--- config.mk ---
export PLATFORM = sky130hd
export DESIGN_NAME = rsa_core
export DESIGN_NICKNAME = d
export VERILOG_FILES = /design/src/logic/rsa_pkg.sv /design/src/logic/rsa_mem_if.sv /design/src/logic/rsa_radix_sub.sv /design/src/logic/rsa_core.sv
export VERILOG_INCLUDE_DIRS = /design/src /design/src/logic
export SDC_FILE = /design/constraint.sdc
export NUM_CORES = 1
export LEC_CHECK = 0
export ABC_AREA = 1
export BUFFER_PORTS_ARGS = -buffer_cell sky130_fd_sc_hd__clkbuf_2
export CAP_MARGIN = 20
export CORE_MARGIN = 2
export CORE_UTILIZATION = 35
export CTS_CLUSTER_DIAMETER = 80
export CTS_CLUSTER_SIZE = 25
export DETAILED_ROUTE_END_ITERATION = 10
export PLACE_DENSITY_LB_ADDON = 0.1
export SKIP_CTS_REPAIR_TIMING = 1
export SKIP_LAST_GASP = 1
export SYNTH_ARGS = -nofsm -noshare
export SYNTH_HDL_FRONTEND = slang
export SYNTH_SLANG_ARGS = --single-unit
--- constraint.sdc ---
create_clock -name sys_clk -period 4.57 [get_ports sys_clk]
set_input_delay 0 -clock sys_clk [delete_from_list [all_inputs] [get_ports sys_clk]]
set_output_delay 0 -clock sys_clk [all_outputs]
set_load 0.1 [all_outputs]
--- src/logic/rsa_cfg.svh ---
// Constants for the radix subtract and shift datapath
`ifndef RSA_CFG_SVH
`define RSA_CFG_SVH
`define RSA_OPC_IMM_SUB_X  13'h1890
`define RSA_OPC_IMM_SUB_Y  13'h18B0
`define RSA_OPC_RADIX_REG  13'h10C0
`define RSA_OPC_RADIX_BASE 13'h1C00
`define RSA_OPC_SET_BASE   13'h1600
`define RSA_OPC_LSHIFT_A   13'h10F0
`define RSA_OPC_LSHIFT_B   13'h10F4
`define RSA_EXT_PAGE_X     8'h00
`define RSA_EXT_PAGE_Y     8'hFF
`define RSA_SHORT_PAGE_LO  10'h000
`define RSA_SHORT_PAGE_HI  10'h3FF
`define RSA_RST_NIB        4'h0
`define RSA_RST_PTR        16'h0000
`endif

--- src/logic/rsa_pkg.sv ---
// Types shared by the radix subtract and shift datapath
package rsa_pkg;
  typedef enum logic [2:0] {
    RSA_OP_NONE, RSA_OP_IMM_SUB, RSA_OP_RADIX_REG, RSA_OP_RADIX_MSRC,
    RSA_OP_RADIX_MDST, RSA_OP_RADIX_CARRY, RSA_OP_SET, RSA_OP_LSHIFT
  } rsa_op_type;
  typedef enum logic [1:0] {RSA_ST_IDLE, RSA_ST_READ, RSA_ST_WRITE} rsa_state_type;
endpackage : rsa_pkg

--- src/logic/rsa_mem_if.sv ---
// Operand and result carrier between the sequencer and the radix arithmetic unit
`timescale 1ns/1ps
interface rsa_mem_if;
  logic [3:0] lhs;
  logic [3:0] rhs;
  logic       cin;
  logic [4:0] radix;
  logic       adjust;
  logic [3:0] res;
  logic       bout;
  modport master (output lhs, output rhs, output cin, output radix, output adjust,
                  input res, input bout);
  modport unit   (input lhs, input rhs, input cin, input radix, input adjust,
                  output res, output bout);
endinterface : rsa_mem_if

--- src/logic/rsa_radix_sub.sv ---
// Subtract with borrow, optionally folded into a radix from 1 to 16
`timescale 1ns/1ps
module rsa_radix_sub (
  rsa_mem_if.unit au
);
  logic [5:0] raw;
  logic       under;
  logic [5:0] wrapped;
  // Binary difference; sign bit of the 6-bit result marks a borrow
  assign raw     = {2'h0, au.lhs} - {2'h0, au.rhs} - {5'h00, au.cin};
  assign under   = raw[5];
  // Borrow in a radix folds back by adding the radix, not by 16
  assign wrapped = raw + {1'b0, au.radix};
  assign au.res  = au.adjust ? (under ? wrapped[3:0] : raw[3:0]) : raw[3:0];
  assign au.bout = under;
endmodule : rsa_radix_sub

--- src/logic/rsa_core.sv ---
// Execution datapath for radix subtract, bit set and logical left shift
//
// How it works
// - Immediate subtract post-inc: mem minus nibble minus carry, pointer bumps, two cycles
// - Register radix subtract: B minus A minus carry, radix-adjusted, radix carry
// - Radix field zero means sixteen; other values are the radix itself
// - Memory-source radix subtract: B minus memory minus carry into B, two cycles
// - Extension gives 0000H+ext for first pointer, FF00H+ext for second
// - Post-inc memory-source radix: result to B, flags from B, pointer bumps
// - Memory-destination radix: memory minus B minus carry written back
// - Carry-only radix: memory minus carry written back, optional post-inc
// - Pointer increment never touches flags; post-inc forms ignore extension
// - Bit set forces chosen bit in a short-addressed low or high word
// - Left shift of A or B in one cycle; bit three to carry
// - Radix forms report carry as a borrow relative to the radix
`timescale 1ns/1ps
`include "rsa_cfg.svh"
module rsa_core
  import rsa_pkg::*;
(
  input  wire logic        sys_clk,
  input  wire logic        srst,
  input  wire logic        issue_valid,
  input  wire logic [12:0] issue_code,
  input  wire logic        ext_load,
  input  wire logic [7:0]  address_extension_register,
  output logic             busy,
  output logic [15:0]      mem_addr,
  output logic             mem_rd,
  output logic             mem_wr,
  output logic [3:0]       mem_wdata,
  input  wire logic [3:0]  mem_rdata,
  output logic [3:0]       reg_a,
  output logic [3:0]       reg_b,
  output logic [15:0]      ptr_x,
  output logic [15:0]      ptr_y,
  output logic             flag_c,
  output logic             flag_z,
  output logic             ext_flag
);
  rsa_mem_if au ();
  rsa_radix_sub u_sub (.au(au));

  rsa_state_type st_q, st_d;
  rsa_op_type    op_q;
  logic [12:0]   code_q;
  logic [3:0]    a_q, b_q, wdata_q;
  logic [15:0]   x_q, y_q, addr_q, addr_dec;
  logic          c_q, z_q, ext_q, rd_q, wr_q;
  logic          use_y, post_inc, ext_ok;
  logic [4:0]    radix_dec;
  logic [3:0]    memv;

  // Radix decode used by every radix form
  function automatic logic [4:0] radix_of(input logic [3:0] f);
    radix_of = (f == 4'h0) ? 5'h10 : {1'b0, f};
  endfunction : radix_of

  // Instruction class decode; every radix memory form lives in the 1Cxx block
  logic is_imm_sub, is_rreg, is_radix_mem, is_set, is_lshift;
  assign is_imm_sub   = (issue_code[12:4] == 9'h189) || (issue_code[12:4] == 9'h18B);
  assign is_rreg      = issue_code[12:4] == 9'h10C;
  assign is_radix_mem = issue_code[12:8] == 5'h1C;
  assign is_set       = issue_code[12:9] == 4'hB;
  assign is_lshift    = (issue_code == `RSA_OPC_LSHIFT_A) || (issue_code == `RSA_OPC_LSHIFT_B);
  assign use_y        = issue_code[5];
  assign post_inc     = is_imm_sub | issue_code[4];
  // Extended addressing only for non-incrementing memory forms
  assign ext_ok       = ext_q & is_radix_mem & ~post_inc;
  assign addr_dec =
    is_set ? {issue_code[8] ? `RSA_SHORT_PAGE_HI : `RSA_SHORT_PAGE_LO,
              issue_code[5:0]} :
    ext_ok ? {use_y ? `RSA_EXT_PAGE_Y : `RSA_EXT_PAGE_X,
              address_extension_register} :
    (use_y ? y_q : x_q);

  // Operand routing into the arithmetic unit
  assign memv       = mem_rdata;
  assign au.lhs     = (op_q == RSA_OP_RADIX_MSRC || op_q == RSA_OP_RADIX_REG) ? b_q : memv;
  assign au.rhs     = op_q == RSA_OP_RADIX_REG  ? a_q :
                      op_q == RSA_OP_RADIX_MSRC ? memv :
                      op_q == RSA_OP_RADIX_MDST ? b_q :
                      op_q == RSA_OP_RADIX_CARRY ? 4'h0 : code_q[3:0];
  assign au.cin     = c_q;
  assign au.radix   = radix_of(code_q[3:0]);
  assign au.adjust  = op_q != RSA_OP_IMM_SUB;

  // Decoded op class, latched into op_q at issue for the execute phase
  rsa_op_type op_sel;
  // Bits 7:6 pick source, destination or carry-only; pattern 2 is not a radix form
  assign op_sel = is_imm_sub ? RSA_OP_IMM_SUB :
                  is_rreg    ? RSA_OP_RADIX_REG :
                  is_set     ? RSA_OP_SET :
                  is_lshift  ? RSA_OP_LSHIFT :
                  !is_radix_mem ? RSA_OP_NONE :
                  issue_code[7:6] == 2'h3 ? RSA_OP_RADIX_MSRC :
                  issue_code[7:6] == 2'h1 ? RSA_OP_RADIX_MDST :
                  issue_code[7:6] == 2'h0 ? RSA_OP_RADIX_CARRY : RSA_OP_NONE;

  // Sequencer: issue, read phase, write phase
  always_comb begin
    st_d = st_q;
    case (st_q)
      RSA_ST_IDLE:  if (issue_valid && op_sel != RSA_OP_NONE && op_sel != RSA_OP_LSHIFT)
                      st_d = RSA_ST_READ;
      RSA_ST_READ:  st_d = RSA_ST_WRITE;
      RSA_ST_WRITE: st_d = RSA_ST_IDLE;
      default:      st_d = RSA_ST_IDLE;
    endcase
  end

  assign busy      = st_q != RSA_ST_IDLE;
  assign mem_addr  = addr_q;
  assign mem_rd    = rd_q;
  assign mem_wr    = wr_q;
  assign mem_wdata = wdata_q;
  assign reg_a     = a_q;
  assign reg_b     = b_q;
  assign ptr_x     = x_q;
  assign ptr_y     = y_q;
  assign flag_c    = c_q;
  assign flag_z    = z_q;
  assign ext_flag  = ext_q;

  logic to_mem, to_b;
  assign to_mem = op_q == RSA_OP_IMM_SUB || op_q == RSA_OP_RADIX_MDST ||
                  op_q == RSA_OP_RADIX_CARRY;
  assign to_b   = op_q == RSA_OP_RADIX_REG || op_q == RSA_OP_RADIX_MSRC;

  // State and datapath registers; subtract and bit-set results land in READ phase, shifts at issue
  always_ff @(posedge sys_clk) begin
    if (srst) begin
      st_q    <= RSA_ST_IDLE;
      op_q    <= RSA_OP_NONE;
      code_q  <= 13'h0000;
      a_q     <= `RSA_RST_NIB;
      b_q     <= `RSA_RST_NIB;
      wdata_q <= `RSA_RST_NIB;
      x_q     <= `RSA_RST_PTR;
      y_q     <= `RSA_RST_PTR;
      addr_q  <= `RSA_RST_PTR;
      c_q     <= 1'b0;
      z_q     <= 1'b0;
      ext_q   <= 1'b0;
      rd_q    <= 1'b0;
      wr_q    <= 1'b0;
    end else begin
      st_q <= st_d;
      rd_q <= 1'b0;
      wr_q <= 1'b0;
      if (ext_load && st_q == RSA_ST_IDLE) begin
        ext_q <= 1'b1;
      end else if (st_q == RSA_ST_IDLE && issue_valid && op_sel != RSA_OP_NONE) begin
        ext_q  <= 1'b0;
        op_q   <= op_sel;
        code_q <= issue_code;
        addr_q <= addr_dec;
        rd_q   <= op_sel != RSA_OP_LSHIFT;
        if (op_sel == RSA_OP_LSHIFT) begin
          // Single cycle shift, zero enters bit 0
          if (issue_code[2]) begin
            b_q <= {b_q[2:0], 1'b0};
            c_q <= b_q[3];
            z_q <= b_q[2:0] == 3'h0;
          end else begin
            a_q <= {a_q[2:0], 1'b0};
            c_q <= a_q[3];
            z_q <= a_q[2:0] == 3'h0;
          end
        end
      end else if (st_q == RSA_ST_READ) begin
        // Memory data valid here; compute and stage write-back
        if (op_q == RSA_OP_SET) begin
          wdata_q <= mem_rdata | (4'h1 << code_q[7:6]);
          wr_q    <= 1'b1;
        end else begin
          c_q <= au.bout;
          z_q <= au.res == 4'h0;
          if (to_b) b_q <= au.res;
          if (to_mem) begin
            wdata_q <= au.res;
            wr_q    <= 1'b1;
          end
        end
      end else if (st_q == RSA_ST_WRITE) begin
        // Pointer bump after the result; flags left alone
        if (op_q != RSA_OP_SET && op_q != RSA_OP_RADIX_REG &&
            (op_q == RSA_OP_IMM_SUB || code_q[4])) begin
          if (code_q[5]) y_q <= y_q + 16'h0001;
          else           x_q <= x_q + 16'h0001;
        end
      end
    end
  end

  // Pointer increment keeps flags steady
  property p_inc_keeps_flags;
    @(posedge sys_clk) disable iff (srst)
      (st_q == RSA_ST_WRITE) |=> (c_q == $past(c_q) && z_q == $past(z_q));
  endproperty
  a_inc_keeps_flags: assert property (p_inc_keeps_flags) else $error("flags moved");

  // Two-cycle memory instructions write one cycle after reading
  property p_two_cycle;
    @(posedge sys_clk) disable iff (srst)
      (st_q == RSA_ST_READ && to_mem) |=> mem_wr ##1 !mem_wr;
  endproperty
  a_two_cycle: assert property (p_two_cycle) else $error("write timing");

  // Shift moves bit three into carry
  property p_lshift;
    @(posedge sys_clk) disable iff (srst)
      (st_q == RSA_ST_IDLE && issue_valid && issue_code == `RSA_OPC_LSHIFT_A && !ext_load)
      |=> (c_q == $past(a_q[3]) && a_q == {$past(a_q[2:0]), 1'b0});
  endproperty
  a_lshift: assert property (p_lshift) else $error("shift wrong");

  // Extension cleared after any instruction
  property p_ext_clear;
    @(posedge sys_clk) disable iff (srst)
      (st_q == RSA_ST_IDLE && issue_valid && op_sel != RSA_OP_NONE && !ext_load)
      |=> !ext_q;
  endproperty
  a_ext_clear: assert property (p_ext_clear) else $error("ext stuck");

  // Radix result stays below the radix
  property p_radix_range;
    @(posedge sys_clk) disable iff (srst)
      (st_q == RSA_ST_READ && au.adjust && au.lhs < au.radix && au.rhs < au.radix)
      |-> ({1'b0, au.res} < au.radix);
  endproperty
  a_radix_range: assert property (p_radix_range) else $error("radix overflow");

  // Set bit writes back with the chosen bit raised
  property p_set_bit;
    @(posedge sys_clk) disable iff (srst)
      (st_q == RSA_ST_READ && op_q == RSA_OP_SET)
      |=> mem_wr && mem_wdata[code_q[7:6]];
  endproperty
  a_set_bit: assert property (p_set_bit) else $error("bit not set");

  // Zero radix field means sixteen
  property p_radix16;
    @(posedge sys_clk) disable iff (srst)
      (code_q[3:0] == 4'h0) |-> au.radix == 5'h10;
  endproperty
  a_radix16: assert property (p_radix16) else $error("radix decode");

  // Short address lands in top or bottom page
  property p_short_addr;
    @(posedge sys_clk) disable iff (srst)
      (op_q == RSA_OP_SET && busy) |-> (addr_q[15:6] == 10'h000 || addr_q[15:6] == 10'h3FF);
  endproperty
  a_short_addr: assert property (p_short_addr) else $error("short address");
endmodule : rsa_core

## Yosys cells after proc, flatten, opt, wreduce, memory -nomap -nowiden

Index checks and enable logic that the tools add are counted.

| operators by class | value |
|---|---|
| equality and inequality tests | 26 |
| $add $sub $neg | 5 |
| reduce and logical (&&, ||, !) cells | 32 |
| shifts and indexed selects | 1 |
| bitwise logic cells | 9 |
| mux-type cells | 45 |

Operators with widths:

| kind | number |
|---|---|
| 2-to-1 mux 4 bit | 16 |
| 2-to-1 mux 16 bit | 3 |
| adder 16 x 1 -> 16 bit, second input constant | 2 |
| == test 9 bit, second input constant | 3 |
| == test 13 bit, second input constant | 2 |
| 2-to-1 mux 3 bit | 8 |
| AND reduction 6 bit | 3 |
| 2-to-1 mux 1 bit | 14 |
| == test 3 bit, second input constant | 4 |
| 2-to-1 mux 10 bit | 1 |
| nonzero test 2 bit | 5 |
| zero test 4 bit | 2 |
| 2-to-1 mux 8 bit | 1 |
| AND reduction 4 bit | 2 |
| logical AND 1 bit | 7 |
| == test 3 x 2 -> 1 bit, second input constant | 2 |
| logical OR 1 bit | 6 |
| inequality test 2 bit, second input constant | 3 |
| inequality test 3 bit, second input constant | 2 |
| subtractor 6 x 1 -> 6 bit | 1 |
| == test 5 bit, second input constant | 1 |
| NOT 1 bit | 5 |
| subtractor 4 x 4 -> 5 bit | 1 |
| adder 4 bit | 1 |
| 19 further kinds | 23 |

| storage, ports and cells | value |
|---|---|
| register bits after elaboration | 74 |
| input port bits | 29 |
| output and inout port bits | 66 |
| logic and storage cells | 131 |

## Logic depth before layout (Yosys ltp)

Gate-level depths: netlist (run 1).

| logic depth | value |
|---|---|
| depth in word-level cells | 14 |
| mapped depth | 22 |
| gate-level depth less buffers | 22 |

## Modules after synthesis

Synthesis (run 1) repeated with hierarchy kept, for this count alone.

| second synthesis, totals | value |
|---|---|
| cells, all modules | 654 |
| area total of the unflattened synthesis | 4,336.7 µm² |

By module, submodules not included:

| module | instances | area an instance (µm²) | cells each | sequential area each (µm²) |
|---|---|---|---|---|
| rsa_core | 1 | 3,922.5 | 588 | 1,481.4 |
| rsa_radix_sub | 1 | 414.1 | 66 | 0.0 |

## Least setup slack after synthesis (run 1)

OpenSTA, ideal clock, no wires.

| path | value |
|---|---|
| path type | flip-flop to flip-flop |
| from | register b_q[1] (netlist: reg_b[1]) |
| to | register b_q[3] (netlist: reg_b[3]) |
| clock period less this slack | 3.618 ns |
| data required time | 4.506 ns |
| data arrival time | 3.554 ns |
| stages on the path, launching flop included | 18 |
| buffers on the path | 0 |
| library setup time | 0.064 ns |
| setup slack | 0.952 ns |
| cell sequence | dfxtp_1 -> inv_1 -> o21ai_0 -> inv_1 -> fa_1 -> ha_1 -> xor2_1 -> ha_1 -> a21oi_1 -> nand2_1 -> nand2_1 -> and3_1 -> nand2_1 -> xnor2_1 -> nand2_1 -> o21ai_0 -> nor2_1 -> nor2_1 |

| on the way | value |
|---|---|
| word-level cells in the longest chain between the ends | 12 |
| elaborated cells between the ends (all ways) | 13 |
| classes of those cells | 3 x add/sub; 10 x mux |

Ends and longest elaborated chain:

| item | RTL line | RTL |
|---|---|---|
| start, declared | rsa_core.sv:47 | `logic [3:0] a_q, b_q, wdata_q;` |
| start signal, assigned | rsa_core.sv:137 | `` b_q <= `RSA_RST_NIB; `` |
| start signal, assigned | rsa_core.sv:162 | `b_q <= {b_q[2:0], 1'b0};` |
| start signal, assigned | rsa_core.sv:179 | `if (to_b) b_q <= au.res;` |
| 2-to-1 mux 4 bit | rsa_core.sv:82 | `op_q == RSA_OP_RADIX_MDST ? b_q :` |
| 2-to-1 mux 4 bit | rsa_core.sv:81 | `op_q == RSA_OP_RADIX_MSRC ? memv :` |
| 2-to-1 mux 4 bit | rsa_core.sv:80 | `assign au.rhs = op_q == RSA_OP_RADIX_REG ? a_q :` |
| subtractor 4 x 4 -> 5 bit * | rsa_radix_sub.sv:10 | `assign raw = {2'h0, au.lhs} - {2'h0, au.rhs} - {5'h00, au.cin};` |
| subtractor 6 x 1 -> 6 bit * | rsa_radix_sub.sv:10 |  |
| adder 4 bit | rsa_radix_sub.sv:13 | `assign wrapped = raw + {1'b0, au.radix};` |
| 2-to-1 mux 4 bit | rsa_radix_sub.sv:14 | `assign au.res = au.adjust ? (under ? wrapped[3:0] : raw[3:0]) : raw[3:0];` |
| 2-to-1 mux 4 bit * | rsa_radix_sub.sv:14 |  |
| 2-to-1 mux 4 bit * | rsa_core.sv:179 |  |
| 2-to-1 mux 4 bit * | rsa_core.sv:173 | `if (op_q == RSA_OP_SET) begin` |
| 2-to-1 mux 4 bit * | rsa_core.sv:171 | `end else if (st_q == RSA_ST_READ) begin` |
| 2-to-1 mux 4 bit * | rsa_core.sv:153 | `end else if (st_q == RSA_ST_IDLE && issue_valid && op_sel != RSA_OP_NONE) begin` |

Every way passes the cells marked *; elsewhere a longest branch is shown, timed or not. The select of a mux whose other input is x is not followed.
A chain may end at the register's enable or synchronous reset.

## Worst setup path in the final report (run 1)

| path | value |
|---|---|
| from | register op_q[1] |
| to | register b_q[3] (netlist: reg_b[3]) |

| on the way | value |
|---|---|
| word-level cells in the longest chain between the ends | 14 |
| elaborated cells between the ends (all ways) | 24 |
| classes of those cells | 3 x add/sub; 7 x eq/ne; 11 x mux; 3 x reduce/logical |

Ends and longest elaborated chain:

| item | RTL line | RTL |
|---|---|---|
| start, declared | rsa_core.sv:45 | `rsa_op_type op_q;` |
| start signal, assigned | rsa_core.sv:155 | `op_q <= op_sel;` |
| == test 3 bit | rsa_core.sv:83 | `op_q == RSA_OP_RADIX_CARRY ? 4'h0 : code_q[3:0];` |
| 2-to-1 mux 4 bit | rsa_core.sv:83 |  |
| 2-to-1 mux 4 bit | rsa_core.sv:82 |  |
| 2-to-1 mux 4 bit | rsa_core.sv:81 |  |
| 2-to-1 mux 4 bit | rsa_core.sv:80 |  |
| subtractor 4 x 4 -> 5 bit | rsa_radix_sub.sv:10 |  |
| subtractor 6 x 1 -> 6 bit | rsa_radix_sub.sv:10 |  |
| adder 4 bit | rsa_radix_sub.sv:13 |  |
| 2-to-1 mux 4 bit (2 in a row) | rsa_radix_sub.sv:14 |  |
| 2-to-1 mux 4 bit | rsa_core.sv:179 |  |
| 2-to-1 mux 4 bit | rsa_core.sv:173 |  |
| 2-to-1 mux 4 bit | rsa_core.sv:171 |  |
| 2-to-1 mux 4 bit | rsa_core.sv:153 |  |

Parallel ways exist; a longest one is shown, timed or not. The select of a mux whose other input is x is not followed.

==> results of run 1 <==
==> final cells by class <==
class	instances	area, µm²	share of cell area
clock inverter	3	47.5	0.00911
tap	168	210	0.0403
clock buffer	13	260	0.0499
timing repair buffer	94	485	0.0930
multi-input combinational	453	2400	0.461
inverter	88	330	0.0633
sequential	74	1480	0.284
==> power groups by stage <==
stage               Clock [W]  Sequential [W]  Combinational [W]
floorplan                   0        0.000710           0.000129
global placement            0        0.000675           0.000215
detailed placement          0        0.000675           0.000217
CTS                  0.000748        0.000661           0.000217
global route         0.000777        0.000661           0.000243
finish               0.000727        0.000661           0.000217
==> cells by family after synthesis <==
logic type / count (synthesis)
muxes: 1
AOI/OAI and AO/OA: 183
xor gates and xnor gates: 4
buffers and inverters: 115
and+or+nand+nor: 244
adders and majority gates: 17
other: 1
DFF: 74
==> stage by stage <==
stage | std cells | area [µm²] | worst slack, ps
after CTS | 891 | 5200 | 801
final | 893 | 5220 | 780
after detailed placement | 875 | 4890 | 873
after global routing | 893 | 5220 | 216
after floorplan | 642 | 4380 | 952
after global placement | 875 | 4890 | 990
==> layer usage <==
layer  global-route usage  vias to the layer above
met4               0.0667                        0
met3               0.0502                       10
met5                    0                        -
met1                0.239                     2026
met2                0.352                       87
li1                     -                     2278
==> Yosys cell counts, drive strengths merged (5+ instances only) <==
cell type	n
nand2	107
inv	87
o21ai	82
dfxtp	74
a21oi	73
nor2	72
nand3	30
nor3	23
clkbuf	15
ha	15
buf	12
a211oi	7
nand4	7
a31oi	5
==> path summary, 6_finish.rpt <==
check                start      endpoint  slack [ps]  depth (start not counted)
max reg2reg        op_q[1]      reg_b[3]         780                         20
max                op_q[1]      reg_b[3]         780                         20
min reg2reg   mem_wdata[1]  mem_wdata[1]         470                          2
min          issue_code[6]     code_q[6]          -2                          3
==> cells in the final DEF, fill, tap and decap left out, types with 4 or more instances in the layout <==
cell	n
conb_1	4
o21ai_0	75
a21oi_1	69
nand4_1	5
a211oi_1	7
nand2_2	5
o211ai_1	4
a31oi_1	5
ha_1	15
nand2_1	101
o21ai_1	7
dfxtp_1	74
clkbuf_2	90
a21oi_2	4
clkbuf_16	9
inv_1	83
inv_2	4
nand3_1	26
nor3_1	21
nor2_1	66
==> critical path: stages, from the launching register on <==
cell	delay (ps)
dfxtp_1	380
inv_1	100
nor2_1	200
inv_1	200
a21oi_1	190
a31oi_1	60
ha_1	210
fa_1	410
xnor2_1	280
xor2_1	260
ha_1	310
a21oi_1	200
nand2_1	80
nand2_1	60
and3_1	140
nand2_1	60
xnor2_1	280
nand2_1	80
o21ai_0	80
nor2_1	50
nor2_1	80
==> registers in the layout (all words and copies together), names as in the netlist, 2 cells and up <==
register and count:
mem_addr 16, mem_wdata 4, op_q 3, code_q 8, ptr_y 16, reg_b 4, st_q 2, ptr_x 16
==> results.tsv, run 1 <==
metric	value	unit
status	complete, but fails checks	
violations	hold timing	
clk_latency	330	ps
dr_wl_met2	6.30	mm
power_density	307	nW/µm²
rsz0062_at_grt	false	
endpoint_kind	register	
die_area	13400	µm²
timing.slew.headroom	0.457	
power.share.sequential	0.412	
htreeDepth	3	
netlist.area_leader.share	0.339	
core	12100	µm²
post_drt_wl_per_cell	14.1	µm
grt_usage	0.200	
hold_viol	1	
async_flop_share	0	
die_h	116	µm
p_total	0.00160	W
drt-total-wl	12.6	mm
wl_met1	5.62	mm
synth_compound_area_frac	0.229	
hp-class	input port to register	
layout-drive-gt1-share	0.185	
synthTopCellsByArea	dfxtp_1 34%, nand2_1 8.7%, o21ai_0 8.6%	
io_pins	95	
drtAntennaViolNets	0	
max_slew.worst_pin.slew	814	ps
synth_top_area_cell	dfxtp_1	
peakVddDrop	0.172	mV
switching_share	0.274	
drt_iter0_markers	218	
max_cap_viol_count	0	
worstPathRequired	4840	ps
startpoint_type	register	
synth_cell_types	47	
max_freq	264	MHz
antenna_found_initial	0	
clock_power_share	0.453	
io_buffers	90	
grt_pass1_vias	4328	
cts_buffers	9	
vias_per_cell	4.93	
cts_tree	done	
clk_path_buf_depth	2	
grt_pass1_wl	21.0	mm
rows	40	
drc	0	
post-route-util	0.431	
clock-sinks	74	
gp_congestion	0.905	
ys_warn_count	0	
internal_power	0.00116	W
ys_seq_elements	74	
initial_core_util	0.360	
muxShareOfSynthArea	0.00229	
comb_power_share	0.135	
holdWs	-2.38	ps
yosys_most_used_dff	dfxtp_1	
leakagePower	2.29	nW
synth_simple_gate_area_frac	0.256	
area_delta_synth_final	19.6	%
setup_viol	0	
skew	5.32	ps
synth_fa_ha_area_frac	0.0522	
fill_cells	1328	
dieWidth	116	µm
switching_power	0.000440	W
timing.final.crit_share	0.829	
root_buffer	clkbuf_16	
clk_pin_slew	60	ps
cp_max_fo	11	
synth-edff-count	0	
overflow	0	
wl_met3	495	µm
synth_area	4370	µm²
hpwl	9.81	mm
vias	4401	
finalMaxSlewViolations	0	
worstPathArrival	4060	ps
tns	0	ps
fin_crit	3790	ps
diodes	0	
synth_top_family_by_area	simple AND/OR/NAND/NOR gates	
grt_max_degree	31	
syn_inst	639	
critPathKind	register to register	
dr.pass1.iters	4	
synth_xor_area_frac	0.00803	
yosysSeqAreaShare	0.339	
top_layer_used	met4	
final_net_count	766	
avgSynthCellArea	6.83	µm²
Power figures use the tool's default switching activity.
==> inputs of run 2 (changes only) <==
Settings changed: ABC_AREA 1 to 0.
Clock period 4.57 ns to 3.55 ns, I/O delays scaled along.
==> run 2 against run 1 <==
- non-clock buffer count increased by 30
- the run now ends clean
- sequential share of layout area decreased by 1.7 points
- largest power group unchanged
- synthesized cell count decreased by 16%
- total power increased by 28%
- design area increased by 7.4%
- via count decreased by 5.8%
- largest cell class unchanged
- combinational power increased by 30%
- sequential power increased by 28%
==> results.tsv, run 2 <==
metric	value	unit
yosysSeqAreaShare	0.338	
synth_area	4390	µm²
placedCellCount	783	
grt_usage	0.194	
max_slew.worst_pin.slew	878	ps
ys_warn_count	0	
post_drt_wl_per_cell	16.0	µm
cts_tree	done	
vias	4144	
worstPathRequired	3780	ps
crit_path_max_incr_delay	480	ps
r2r_end	mem_wdata[3]	
avgSynthCellArea	8.21	µm²
clk_path_buf_depth	2	
rows	40	
fin_area	5600	µm²
grt_max_degree	35	
max_cap_viol_count	0	
synth_most_common_cell	nor2_1	
critPathKind	register to register	
antenna_found_initial	1	
rsz0062_at_grt	true	
clk_pin_slew	60	ps
clk_latency	340	ps
syn_inst	534	
dieWidth	116	µm
synth-edff-count	0	
ys_seq_elements	74	
synth_cell_types	64	
timing.final.crit_share	0.984	
cp_max_fo	6	
die_h	116	µm
hpwl	9.78	mm
hold_viol	0	
ys_top_cells_by_count	85 x nor2_1, 74 x dfxtp_1, 37 x a21oi_1	
setup_viol	0	
drt_iter0_markers	174	
power_density	367	nW/µm²
grt_pass1_wl	20.1	mm
holdWs	20.5	ps
htreeDepth	3	
root_buffer	clkbuf_16	
finalMaxSlewViolations	0	
final_cells	808	
leakagePower	2.26	nW
layout_common_cells	90 x clkbuf_2, 85 x nor2_1, 68 x dfxtp_1, 36 x a21oi_1, 29 x nand2_1	
regToRegSetupSlack	60	ps
worstHoldStart	issue_code[4]	
peakVddDrop	0.186	mV
skew	6.52	ps
yosys_most_used_dff	dfxtp_1	
die_area	13400	µm²
netlist.area_leader.share	0.338	
initial_core_util	0.362	
core	12100	µm²
endpoint_kind	register	
drc	0	
clock-sinks	74	
io_buffers	90	
cp_top_family	adder cells	
cpMostUsedCell	ha_4	
r2r_start	op_q[2]	
drt-total-wl	12.9	mm
drtAntennaViolNets	0	
r2r_cells	16	
startpoint_type	register	
fill_cells	1250	
cp.buffers_inverters	1	
path_cells	nor2b_4 > a221oi_2 > a21oi_1 > ha_2 > fa_2 > ha_4 > xnor2_4 > ha_4 > nand3_4 > and4b_1 > or3_1 > o21a_1 > mux2i_1 > buf_4 > nor2_1 > o41ai_1	
status	complete, no violations	
hp-class	input port to register	
max_freq	286	MHz
layout-drive-gt1-share	0.283	
timing.slew.headroom	0.415	
crit_slowest_cell	fa_2	
dr.pass1.iters	5	
area_delta_synth_final	27.8	%
synth_top_area_cell	dfxtp_1	
worstHoldEndpoint	code_q[4]	
p_total	0.00205	W
io_pins	95	
async_flop_share	0	
cts_buffers	9	
post-route-util	0.463	
grt_pass1_vias	3825	
fin_crit	3490	ps
gp_congestion	0.836	
final_net_count	681	
worstPathArrival	3730	ps
synthTopCellsByArea	dfxtp_1 34%, nor2_1 7.3%, xnor2_1 4.4%	
vias_per_cell	5.13	
place_area	5070	µm²
final_common_cell	clkbuf_2	
overflow	0	
hold_depth	3	
[run 2: cell types whose count changed after synthesis, sizes merged, moves of 14 or more]
cell	change
nand2	-78
o21ai	-70
inv	-68
a21oi	-36
xnor2	+19
a211oi	+17
nand3	-17
nor2	+14
nor3	+14
[run 2: worst max-delay path by stage]
stage / from / to / depth (start not counted)
after floorplan: op_q[2] / mem_wdata[3] / 16
after global placement: op_q[2] / mem_wdata[3] / 16
after detailed placement: op_q[2] / reg_b[3] / 16
after CTS: op_q[2] / reg_b[3] / 16
after global routing: op_q[0] / mem_wdata[3] / 16
final: op_q[2] / mem_wdata[3] / 16
[run 2: logic make-up (layout without fill, tap and decap cells)]
family          Yosys count  count (layout)  synth area share
other cells               1               5          0.000855
flops                    74              74             0.338
xor+xnor                 34              34            0.0679
simple gates            230             230             0.280
buf+inv                  56             158            0.0585
mux                      19              19            0.0448
compound gates          103             103             0.158
fa+ha+maj                17              17            0.0519
[run 2: cell type report]
| class | count | area, µm² | area share |
|---|---|---|---|
| tap | 168 | 210 | 0.0375 |
| clock buffer | 11 | 253 | 0.0451 |
| clock inverter | 4 | 51.3 | 0.00915 |
| sequential | 74 | 1490 | 0.267 |
| inverter | 19 | 71.3 | 0.0127 |
| timing repair buffer | 124 | 738 | 0.132 |
| antenna | 1 | 2.50 | 0.000447 |
| multi-input combinational | 407 | 2780 | 0.497 |
[run 2: routing by layer]
metal / GRT usage / wire length (µm)
met2: 0.296 / 5870
met3: 0.0324 / 532
met5: 0 / 0
met1: 0.278 / 6370
met4: 0.0683 / 157
[run 2: through the flow]
stage	TNS [ps]	setup slack, ps
finish	0	56.1
global route	-302	-124
CTS	-721	-288
detailed placement	-729	-305
global placement	-161	-105
floorplan	0	7.83
[run 2: power by group]
part           switching [W]  internal (W)  total (W)
logic               0.000183     0.0000987   0.000282
registers         0.00000636      0.000837   0.000843
clock network       0.000351      0.000578   0.000930
[run 2: worst reg2reg max path, stage by stage (launching register included)]
cell and delay [ps]:
dfxtp_4 380, nor2b_4 200, a221oi_2 70, a21oi_1 140, ha_2 220, fa_2 480
ha_4 200, xnor2_4 130, ha_4 320, nand3_4 80, and4b_1 190, or3_1 310
o21a_1 110, mux2i_1 140, buf_4 160, nor2_1 40, o41ai_1 220
